**src/hw/dctc_params.svh**
```systemverilog
`ifndef DCTC_PARAMS_SVH
`define DCTC_PARAMS_SVH
// register byte addresses
`define DCTC_OFS_CTRL 16'h09a9
`define DCTC_OFS_STAT 16'h09af
`define DCTC_OFS_RISE 16'h09c0
`define DCTC_OFS_FALL 16'h09c8
`define DCTC_OFS_BCHG 16'h09f0
`define DCTC_OFS_HSTART 16'h09f8
`define DCTC_OFS_HCHG 16'h09fc
// field positions
`define DCTC_BIT_RISE 0
`define DCTC_BIT_FALL 1
`define DCTC_BIT_PIN 2
// reset values
`define DCTC_RST_TIME64 64'h0000000000000000
`define DCTC_RST_TIME32 32'h00000000
`endif

```
**src/hw/dctc_pkg.sv**
```systemverilog
package dctc_pkg;
    typedef logic [15:0] dctc_addr_type;
    typedef logic [7:0] dctc_byte_type;
    // access port of a register cycle
    typedef enum logic {
        DCTC_PORT_BUS,
        DCTC_PORT_HOST
    } dctc_port_type;
endpackage

```
**src/hw/dctc_capture_regs.sv**
```systemverilog
`timescale 1ns/1ps
`include "dctc_params.svh"
// What this block does
// - rising edge stores 64-bit system time
// - falling edge stores 64-bit system time
// - low byte read snapshots upper bits, per port
// - bus read of rise clears flag, owner 0
// - host read clears rise flag, ack off
// - host writes ignored while write-ack off
// - host write clears flag when write-ack on
// - host ack clears falling flag likewise
// - record local time at event frame start
// - record local time on host start event
// - 32-bit stamps snapshot upper bits per port
// - mode bit: continuous or first-edge only
// - flag set only in single-event mode
module dctc_capture_regs (
    // clock and synchronous reset
    input wire logic clk,
    input wire logic sys_rst,
    // capture pin and the two time bases
    input wire logic capture_in,
    input wire logic [63:0] system_time,
    input wire logic [31:0] local_time,
    // one-cycle pulses from the buffer channels
    input wire logic bus_event_frame,
    input wire logic host_start_event,
    input wire logic host_change_event,
    // edge modes and acknowledge ownership
    input wire logic [1:0] capture_mode,
    input wire logic port_owner,
    input wire logic write_ack_en,
    // fieldbus side byte port, read only
    input wire logic bus_rd,
    input wire logic bus_wr,
    input wire dctc_pkg::dctc_addr_type bus_addr,
    input wire dctc_pkg::dctc_byte_type bus_wdata,
    output logic [7:0] bus_rdata,
    // process data side byte port
    input wire logic host_rd,
    input wire logic host_wr,
    input wire dctc_pkg::dctc_addr_type host_addr,
    input wire dctc_pkg::dctc_byte_type host_wdata,
    output logic [7:0] host_rdata,
    // status flags, fall in bit 1 and rise in bit 0
    output logic [1:0] event_flags
);
    import dctc_pkg::*;

    // every register of the block in one word
    typedef struct packed {
        logic cap_prev;
        logic [1:0] flag;
        logic [63:0] rise;
        logic [63:0] fall;
        logic [31:0] bchg;
        logic [31:0] hstart;
        logic [31:0] hchg;
        logic [55:0] snap_bus;
        logic [55:0] snap_host;
        logic [7:0] bus_rdata;
        logic [7:0] host_rdata;
    } dctc_state_type;

    dctc_state_type st_q;
    dctc_state_type st_d;
    logic rise_edge;
    logic fall_edge;
    logic [1:0] ack;
    logic [1:0] edge_seen;
    // acknowledge qualifiers per port
    logic bus_may_ack;
    logic host_rd_may_ack;
    logic host_wr_may_ack;

    // 8-byte blocks of the two edge stamps, for write acknowledges
    localparam logic [12:0] rise_blk = 13'(`DCTC_OFS_RISE >> 3);
    localparam logic [12:0] fall_blk = 13'(`DCTC_OFS_FALL >> 3);

    // reset image: stamps, flags, snapshots and read data all clear
    localparam dctc_state_type st_rst = '{
        cap_prev: 1'b0,
        flag: 2'b00,
        rise: `DCTC_RST_TIME64,
        fall: `DCTC_RST_TIME64,
        bchg: `DCTC_RST_TIME32,
        hstart: `DCTC_RST_TIME32,
        hchg: `DCTC_RST_TIME32,
        snap_bus: 56'h00000000000000,
        snap_host: 56'h00000000000000,
        bus_rdata: 8'h00,
        host_rdata: 8'h00
    };

    // a byte read: byte 0 is live, upper bytes come from this port's
    // snapshot; host-only stamps and unmapped bytes read as zero on the
    // bus side
    function automatic logic [7:0] rd_byte(input logic [15:0] a, input dctc_state_type s,
                                           input logic [55:0] snap, input logic host);
        logic [7:0] r;
        r = 8'h00;
        if (a == `DCTC_OFS_CTRL) begin
            r = {6'h00, capture_mode};
        end else if (a == `DCTC_OFS_STAT) begin
            // pin level in bit 2, fall flag in bit 1, rise flag in bit 0
            r[`DCTC_BIT_PIN] = s.cap_prev;
            r[`DCTC_BIT_FALL] = s.flag[1];
            r[`DCTC_BIT_RISE] = s.flag[0];
        end else if (a == `DCTC_OFS_RISE) begin
            r = s.rise[7:0];
        end else if (a > `DCTC_OFS_RISE && a < `DCTC_OFS_RISE + 16'h0008) begin
            r = snap[8 * (a[2:0] - 3'h1) +: 8];
        end else if (a == `DCTC_OFS_FALL) begin
            r = s.fall[7:0];
        end else if (a > `DCTC_OFS_FALL && a < `DCTC_OFS_FALL + 16'h0008) begin
            r = snap[8 * (a[2:0] - 3'h1) +: 8];
        end else if (a == `DCTC_OFS_BCHG) begin
            r = s.bchg[7:0];
        end else if (a > `DCTC_OFS_BCHG && a < `DCTC_OFS_BCHG + 16'h0004) begin
            r = snap[8 * (a[1:0] - 2'h1) +: 8];
        end else if (host && a == `DCTC_OFS_HSTART) begin
            r = s.hstart[7:0];
        end else if (host && a > `DCTC_OFS_HSTART && a < `DCTC_OFS_HSTART + 16'h0004) begin
            r = snap[8 * (a[1:0] - 2'h1) +: 8];
        end else if (host && a == `DCTC_OFS_HCHG) begin
            r = s.hchg[7:0];
        end else if (host && a > `DCTC_OFS_HCHG && a <= `DCTC_OFS_HCHG + 16'h0003) begin
            r = snap[8 * (a[1:0] - 2'h1) +: 8];
        end
        return r;
    endfunction

    // snapshot value taken on a low byte read; 32-bit stamps keep their
    // upper three bytes in the low end of the snapshot, and any other
    // address leaves the old snapshot in place
    function automatic logic [55:0] snap_next(input logic [15:0] a, input dctc_state_type s,
                                              input logic [55:0] old, input logic host);
        logic [55:0] n;
        n = old;
        if (a == `DCTC_OFS_RISE) begin
            n = s.rise[63:8];
        end else if (a == `DCTC_OFS_FALL) begin
            n = s.fall[63:8];
        end else if (a == `DCTC_OFS_BCHG) begin
            n = {32'h00000000, s.bchg[31:8]};
        end else if (host && a == `DCTC_OFS_HSTART) begin
            n = {32'h00000000, s.hstart[31:8]};
        end else if (host && a == `DCTC_OFS_HCHG) begin
            n = {32'h00000000, s.hchg[31:8]};
        end
        return n;
    endfunction

    // edge detect against the last cycle's pin sample; the sample clears
    // in reset, so a pin held low through reset gives no false edge
    assign rise_edge = capture_in & ~st_q.cap_prev;
    assign fall_edge = ~capture_in & st_q.cap_prev;
    assign edge_seen = {fall_edge, rise_edge};

    // bus side acknowledges by read only; bus_wr and the bus write data
    // never reach a stamp, so every bus write is dropped
    assign bus_may_ack = !port_owner && bus_rd;
    // host reads acknowledge only while write-ack is off
    assign host_rd_may_ack = port_owner && !write_ack_en && host_rd;
    // host writes are refused unless write-ack is on, and then only clear
    assign host_wr_may_ack = port_owner && write_ack_en && host_wr;

    // per flag acknowledge: a read must hit byte 0, a write any byte
    always_comb begin
        ack = 2'b00;
        if (bus_may_ack && bus_addr == `DCTC_OFS_RISE) ack[`DCTC_BIT_RISE] = 1'b1;
        if (bus_may_ack && bus_addr == `DCTC_OFS_FALL) ack[`DCTC_BIT_FALL] = 1'b1;
        if (host_rd_may_ack && host_addr == `DCTC_OFS_RISE) ack[`DCTC_BIT_RISE] = 1'b1;
        if (host_rd_may_ack && host_addr == `DCTC_OFS_FALL) ack[`DCTC_BIT_FALL] = 1'b1;
        if (host_wr_may_ack && host_addr[15:3] == rise_blk) ack[`DCTC_BIT_RISE] = 1'b1;
        if (host_wr_may_ack && host_addr[15:3] == fall_blk) ack[`DCTC_BIT_FALL] = 1'b1;
    end

    // next state: captures, flags, snapshots and read data
    always_comb begin
        st_d = st_q;
        st_d.cap_prev = capture_in;
        // stamps load only from the time inputs, never from write data;
        // in single mode a set flag freezes its stamp until acknowledged
        if (rise_edge && !(capture_mode[0] && st_q.flag[0])) st_d.rise = system_time;
        if (fall_edge && !(capture_mode[1] && st_q.flag[1])) st_d.fall = system_time;
        // flags: an acknowledge clears and a fresh single-mode edge sets;
        // the set looks at the old flag, so a second edge while the flag
        // stands is dropped and a same-cycle acknowledge still clears it
        for (int i = 0; i < 2; i++) begin
            if (ack[i]) st_d.flag[i] = 1'b0;
            if (edge_seen[i] && capture_mode[i] && !st_q.flag[i]) st_d.flag[i] = 1'b1;
            if (!capture_mode[i]) st_d.flag[i] = 1'b0;
        end
        // event stamps take local time in the cycle of their pulse
        if (bus_event_frame) st_d.bchg = local_time;
        if (host_start_event) st_d.hstart = local_time;
        if (host_change_event) st_d.hchg = local_time;
        // read data is registered and stands until the next read on that port;
        // a byte 0 read refreshes only that port's snapshot
        if (bus_rd) begin
            st_d.bus_rdata = rd_byte(bus_addr, st_q, st_q.snap_bus, 1'b0);
            st_d.snap_bus = snap_next(bus_addr, st_q, st_q.snap_bus, 1'b0);
        end
        if (host_rd) begin
            st_d.host_rdata = rd_byte(host_addr, st_q, st_q.snap_host, 1'b1);
            st_d.snap_host = snap_next(host_addr, st_q, st_q.snap_host, 1'b1);
        end
    end

    // state register; synchronous reset loads the reset image
    always_ff @(posedge clk) begin
        if (sys_rst) begin
            st_q <= st_rst;
        end else begin
            st_q <= st_d;
        end
    end

    // outputs come straight from the state flip-flops
    assign bus_rdata = st_q.bus_rdata;
    assign host_rdata = st_q.host_rdata;
    assign event_flags = st_q.flag;
endmodule

```
**config.mk**
```make
export PLATFORM = sky130hd
export DESIGN_NAME = dctc_capture_regs
export DESIGN_NICKNAME = d
export VERILOG_FILES = /design/src/hw/dctc_pkg.sv /design/src/hw/dctc_capture_regs.sv
export VERILOG_INCLUDE_DIRS = /design/src /design/src/hw
export SDC_FILE = /design/constraint.sdc
export NUM_CORES = 1
export LEC_CHECK = 0
export BUFFER_PORTS_ARGS = -buffer_cell sky130_fd_sc_hd__buf_4
export CAP_MARGIN = 20
export CELL_PAD_IN_SITES_DETAIL_PLACEMENT = 0
export CELL_PAD_IN_SITES_GLOBAL_PLACEMENT = 1
export CORE_MARGIN = 2
export CORE_UTILIZATION = 32
export DETAILED_ROUTE_END_ITERATION = 7
export PLACE_DENSITY = 0.59
export SLEW_MARGIN = 30
export SYNTH_ARGS = -nofsm -noshare
export SYNTH_HDL_FRONTEND = slang
export SYNTH_SLANG_ARGS = --single-unit
export TNS_END_PERCENT = 50
```
**constraint.sdc**
```tcl
create_clock -name clk -period 6.9 [get_ports clk]
set_input_delay 0.345 -clock clk [delete_from_list [all_inputs] [get_ports clk]]
set_output_delay 0.345 -clock clk [all_outputs]
set_load 0.03 [all_outputs]
```
# [Yosys cells after proc, flatten, opt, wreduce, memory -nomap -nowiden]
# Cells that the tools add are included.
[word_totals] ff_bits=355 latchBits=0 ramBits=0 mem_bits_ro=0 output_inout_bits=18 n_memories=0
[classes] addsub=4 mul=0 n_div=0 magnitude_cmp=16 eq_ne=14 shift=4 n_mux=40 bitwise_logic=6 reduce_logical=41
[ops] cell="$mux W56" count=8
[ops] cell="$shiftx A56 B33 Y8" count=4
[ops] cell="$eq A16 B12 Y1 const B" count=12
[ops] cell="$mux W8" count=18
[ops] cell="$gt A16 B12 Y1 const B" count=8
[ops] cell="$lt A16 B12 Y1 const B" count=7
[ops] cell="$logic_and A1 B1 Y1" count=27
[ops] cell="$eq A13 B9 Y1 const B" count=2
[ops] cell="$le A16 B12 Y1 const B" count=1
[ops] cell="$mux W1" count=10
[ops] cell="$mux W5" count=2
[ops] cell="$sub A3 B1 Y4 const B" count=2
[ops] cell="$logic_not A1 Y1" count=6
[ops] cell="$mux W3" count=2
[ops] cell="$sub A2 B1 Y3 const B" count=2
[ops] cell="$reduce_bool A5 Y1" count=1
[ops] cell="$not A1 Y1" count=4
[ops] cell="$reduce_and A2 Y1" count=2
[ops] cell="$reduce_bool A2 Y1" count=2
[ops] cell="$reduce_or A2 Y1" count=2
[ops] cell="$reduce_bool A3 Y1" count=1
[ops] cell="$and A1 B1 Y1" count=2

# [Longest topological paths before layout]
[depth] word_depth=14 mapped_depth=12 depth_no_buf=8

# [Worst setup path before layout]
# No wires, ideal clock.
[synth_path] kind="input -> register" from="in host_addr[0]" to="reg st_q (netlist bit host_rdata[2])" t_arrival_ps=3133 required_ps=6771 slack_ps=3639 path_stages=11 path_cell_list="clkbuf_1 -> clkbuf_1 -> inv_1 -> ha_1 -> clkbuf_1 -> clkbuf_1 -> mux4_2 -> a2111oi_0 -> a21oi_1 -> a2111oi_0 -> o21ai_0"
[synth_between] elab_chain_cells=14 word_cells_on_any_way=38
[synth_rtl] item="from (decl)" line_no="dctc_capture_regs.sv:42" source="input wire dctc_pkg::dctc_addr_type host_addr,"
[synth_rtl] item="$sub A2 B1 Y3, or another cell as far along" line_no="dctc_capture_regs.sv:120, dctc_capture_regs.sv:124, dctc_capture_regs.sv:128"
[synth_rtl] item="$shiftx A56 B33 Y8 / $logic_and A1 B1 Y1 (equally long branches)"
[synth_rtl] item="$mux W8" line_no="dctc_capture_regs.sv:127" source="end else if (host && a > `DCTC_OFS_HCHG && a <= `DCTC_OFS_HCHG + 16'h0003) begin"
[synth_rtl] item="$mux W8" line_no="dctc_capture_regs.sv:125" source="end else if (host && a == `DCTC_OFS_HCHG) begin"
[synth_rtl] item="$mux W8" line_no="dctc_capture_regs.sv:123" source="end else if (host && a > `DCTC_OFS_HSTART && a < `DCTC_OFS_HSTART + 16'h0004) begin"
[synth_rtl] item="$mux W8" line_no="dctc_capture_regs.sv:121" source="end else if (host && a == `DCTC_OFS_HSTART) begin"
[synth_rtl] item="$mux W8" line_no="dctc_capture_regs.sv:119" source="end else if (a > `DCTC_OFS_BCHG && a < `DCTC_OFS_BCHG + 16'h0004) begin"
[synth_rtl] item="$mux W8" line_no="dctc_capture_regs.sv:117" source="end else if (a == `DCTC_OFS_BCHG) begin"
[synth_rtl] item="$mux W8" line_no="dctc_capture_regs.sv:115" source="end else if (a > `DCTC_OFS_FALL && a < `DCTC_OFS_FALL + 16'h0008) begin"
[synth_rtl] item="$mux W8" line_no="dctc_capture_regs.sv:113" source="end else if (a == `DCTC_OFS_FALL) begin"
[synth_rtl] item="$mux W8" line_no="dctc_capture_regs.sv:111" source="end else if (a > `DCTC_OFS_RISE && a < `DCTC_OFS_RISE + 16'h0008) begin"
[synth_rtl] item="$mux W8" line_no="dctc_capture_regs.sv:109" source="end else if (a == `DCTC_OFS_RISE) begin"
[synth_rtl] item="$mux W3" line_no="dctc_capture_regs.sv:104" source="end else if (a == `DCTC_OFS_STAT) begin"
[synth_rtl] item="$mux W8 *" line_no="dctc_capture_regs.sv:102" source="if (a == `DCTC_OFS_CTRL) begin"
[synth_rtl] item="to (signal assigned)" line_no="dctc_capture_regs.sv:214" source="st_q <= st_rst;"
[synth_rtl] item="to (signal assigned)" line_no="dctc_capture_regs.sv:216" source="st_q <= st_d;"
[synth_rtl] item="to (decl)" line_no="dctc_capture_regs.sv:65" source="dctc_state_type st_q;"
# Every way passes the cells marked *; elsewhere a longest branch is shown, timed or not.
# A chain may end at the register's enable or synchronous reset.

# [Final worst setup path]
[layout_path] from="in host_addr[0]" to="reg st_q[37] (netlist name)"
[layout_between] elab_chain_cells=5 word_cells_on_any_way=11
[layout_rtl] item="$eq A16 B12 Y1 (no source line)"
[layout_rtl] item="$mux W56" line_no="dctc_capture_regs.sv:146" source="end else if (host && a == `DCTC_OFS_HSTART) begin"
[layout_rtl] item="$mux W56" line_no="dctc_capture_regs.sv:144" source="end else if (a == `DCTC_OFS_BCHG) begin"
[layout_rtl] item="$mux W56" line_no="dctc_capture_regs.sv:142" source="end else if (a == `DCTC_OFS_FALL) begin"
[layout_rtl] item="$mux W56" line_no="dctc_capture_regs.sv:140" source="if (a == `DCTC_OFS_RISE) begin"
# Several ways; a longest one is shown, not always the timed one.

==> metrics.yaml <==
logic_synthesis:
  yosysTopAreaCellShare_pct: 42.2
  avgSynthCellArea_um2: 8.25
  synth_compound_area_share_pct: 19.9
  ys.flop_type: "dfxtp_1"
  synth.ff_latch_count: 355
  yosysMostFrequentCell: "nand2_1"
  yosysSeqAreaShare_pct: 42.2
  synth_commonest_cells: "nand2_1 (398), dfxtp_1 (355), nor2_1 (215)"
  synth_mux_area_share_pct: 10.6
  synth_edf_count: 0
  synthAdderAreaFrac_pct: 0.594
  syn-instance-count: 2043
  async_flop_share_pct: 0
  synth-simple-area-share_pct: 21.4
  ys_types: 80
  synth.area.top_cells: "dfxtp_1 (42%), nand2_1 (8.9%), mux2i_1 (6.7%)"
  yosysTopAreaCell: "dfxtp_1"
  netlist_area_um2: 16900
  syn_nets: 2209
  yosysWarnings: 0
  synth_xor_area_share_pct: 0.260
  synth_top_family_by_area: "simple AND/OR/NAND/NOR gates"
clock_tree:
  cts_buffers: 43
  cts_tree: "built"
  path_clk_slew_ns: 0.06
  insertion_delay_ns: 0.57
  htree_levels: 2
  ctsHoldBuffers: 1
  clock-sinks: 355
  clockBufferDepth: 3
  cts_resized: 0
  cts_root_buffer: "clkbuf_16"
  post-cts-setup-buffers: 0
sta:
  clock.fmax_mhz: 278
  finClkSkew_ns: 0.0173
  period_share_pct: 52.0
  setup_violations: 0
  relSlewSlack_pct: 28.7
  drv_slew: 0
  rsz0062_at_grt: "no"
  worst_pin_slew_ns: 1.07
  fin_setup_tns_ns: 0
  timing.final.hold_violations: 0
  fin_crit_ns: 3.59
die:
  rows: 84
  die_w_um: 233
  die_area_um2: 54500
  ios: 176
  die_h_um: 233
  initial_core_util_pct: 32.2
  coreArea_um2: 52300
status:
  status: "complete, no violations"
critical_path:
  critPathMostFrequentCell: "buf_4"
  slowest_stage: "ha_1"
  path_delay_family: "buffers and inverters"
  worstSetupStartpointType: "primary input"
  end_kind: "flip-flop"
  cp.required_ns: 7.32
  timing.critical_path.buf_inv: 4
  r2r_start: "st_q[32]"
  slowest_delay_ns: 0.59
  crit_start: "host_addr[0]"
  crit_arrival_ns: 4.01
  cp_cell_sequence: "buf_4, inv_1, ha_1, nand3_1, or4_1, o32a_2, buf_4, nor2_2, buf_4, a311oi_1"
  worstSetupPathType: "primary input to flip-flop"
  crit_fanout: 44
drt:
  ant_nets: 0
  vias: 15700
  drtIter0Drc: 1334
  postRouteWirelength_mm: 65.4
  drc: 0
  via_per_inst: 5.60
  dr.pass1.iters: 5
  avgRoutedWirePerCell_um: 23.3
global_routing:
  grt_max_degree: 222
  antenna_found_initial: 0
  overflow: 0
  grt_pass1_vias: 15000
  track_usage_pct: 23.8
  grt_pass1_wl_mm: 97.8
placement:
  gp_congestion: 0.870
  io_buffers: 158
  place_hpwl_mm: 42.1
  dpl_cell_area_um2: 18400
hold_path:
  hold_start: "system_time[62]"
  hp-class: "primary input to flip-flop"
final_layout:
  n_fill_cell: 5446
  design_area_um2: 19800
  final_util_pct: 37.9
  fin_nets: 2247
  regArea_um2: 7110
  drive_gt1_share_pct: 15.7
  multiInputGateArea_um2: 8970
  diodes: 0
  area_delta_synth_final_pct: 17.6
power:
  pwr_density_cell_nw_per_um2: 245
  p_leak_nw: 7.33
  ir_drop_mv: 0.149
job:
  drv_cap: 0
==> flip-flops by register name (all words and copies together), names as in the netlist <==
name / count
st_q: 337
event_flags: 2
host_rdata: 8
bus_rdata: 8
==> metal layers <==
layer / up-vias / part of all wire [%] / global-route usage (%)
li1: 7424 / - / -
met1: 7703 / 46 / 33.0
met2: 465 / 45 / 37.5
met3: 84 / 5.8 / 4.28
met4: 0 / 2.5 / 6.94
met5: - / 0 / 0
==> cells by family after synthesis <==
logic type,Yosys count
simple gates,823
compound gates,484
flops,355
buf+inv,202
mux,166
fa+ha+maj,8
xor+xnor,5
==> report_power, final <==
| part | internal, mW | switching (mW) |
|---|---|---|
| clock network | 1.34 | 0.923 |
| registers | 2.12 | 0.0535 |
| logic | 0.168 | 0.261 |
==> worst min-delay path: cells and delay by family <==
| kind | cells | cell delay (ns) |
|---|---|---|
| AND/OR/NAND/NOR | 1 | 0.04 |
| AO/OA/AOI/OAI | 1 | 0.05 |
| buffers and inverters | 1 | 0.11 |
==> final cells by class <==
type / instances / area share [%]
Inverter: 10 / 0.189
Timing Repair Buffer: 185 / 7.37
Clock inverter: 14 / 0.650
Multi-Input combinational cell: 1486 / 45.2
Clock buffer: 62 / 6.35
Tap cell: 688 / 4.34
Sequential cell: 355 / 35.9
==> per-stage QoR <==
step / hold WS, ns / power [mW] / setup slack, ns / instances
floorplan: 0.426 / 2.45 / 3.64 / 2043
global placement: 0.445 / 2.64 / 2.86 / 2720
detailed placement: 0.445 / 2.64 / 2.79 / 2720
CTS: 0.000193 / 4.91 / 3.40 / 2797
global route: 0.0202 / 5.05 / 3.18 / 2800
finish: 0.0244 / 4.86 / 3.31 / 2800
==> cell usage in the layout, fill, tap and decap left out, drive strengths merged, types with 24 or more instances in the layout <==
cell type and n:
or3 31, mux2i 112, a21oi 179, nand2 398
o221ai 29, buf 184, o21ai 55, clkbuf 62
nor2 219, a221oi 84, a311o 24, a311oi 24
mux2 49, dfxtp 355, nor3 74
==> worst paths after layout <==
check,end,cells past startpoint,slack (ns)
worst max-delay path,st_q[37],10,3.31
worst min-delay path,st_q[286],3,0.02
worst max register to register,host_rdata[0],5,4.45
worst min register to register,st_q[291],2,0.46
(Power assumes the default switching activity.)
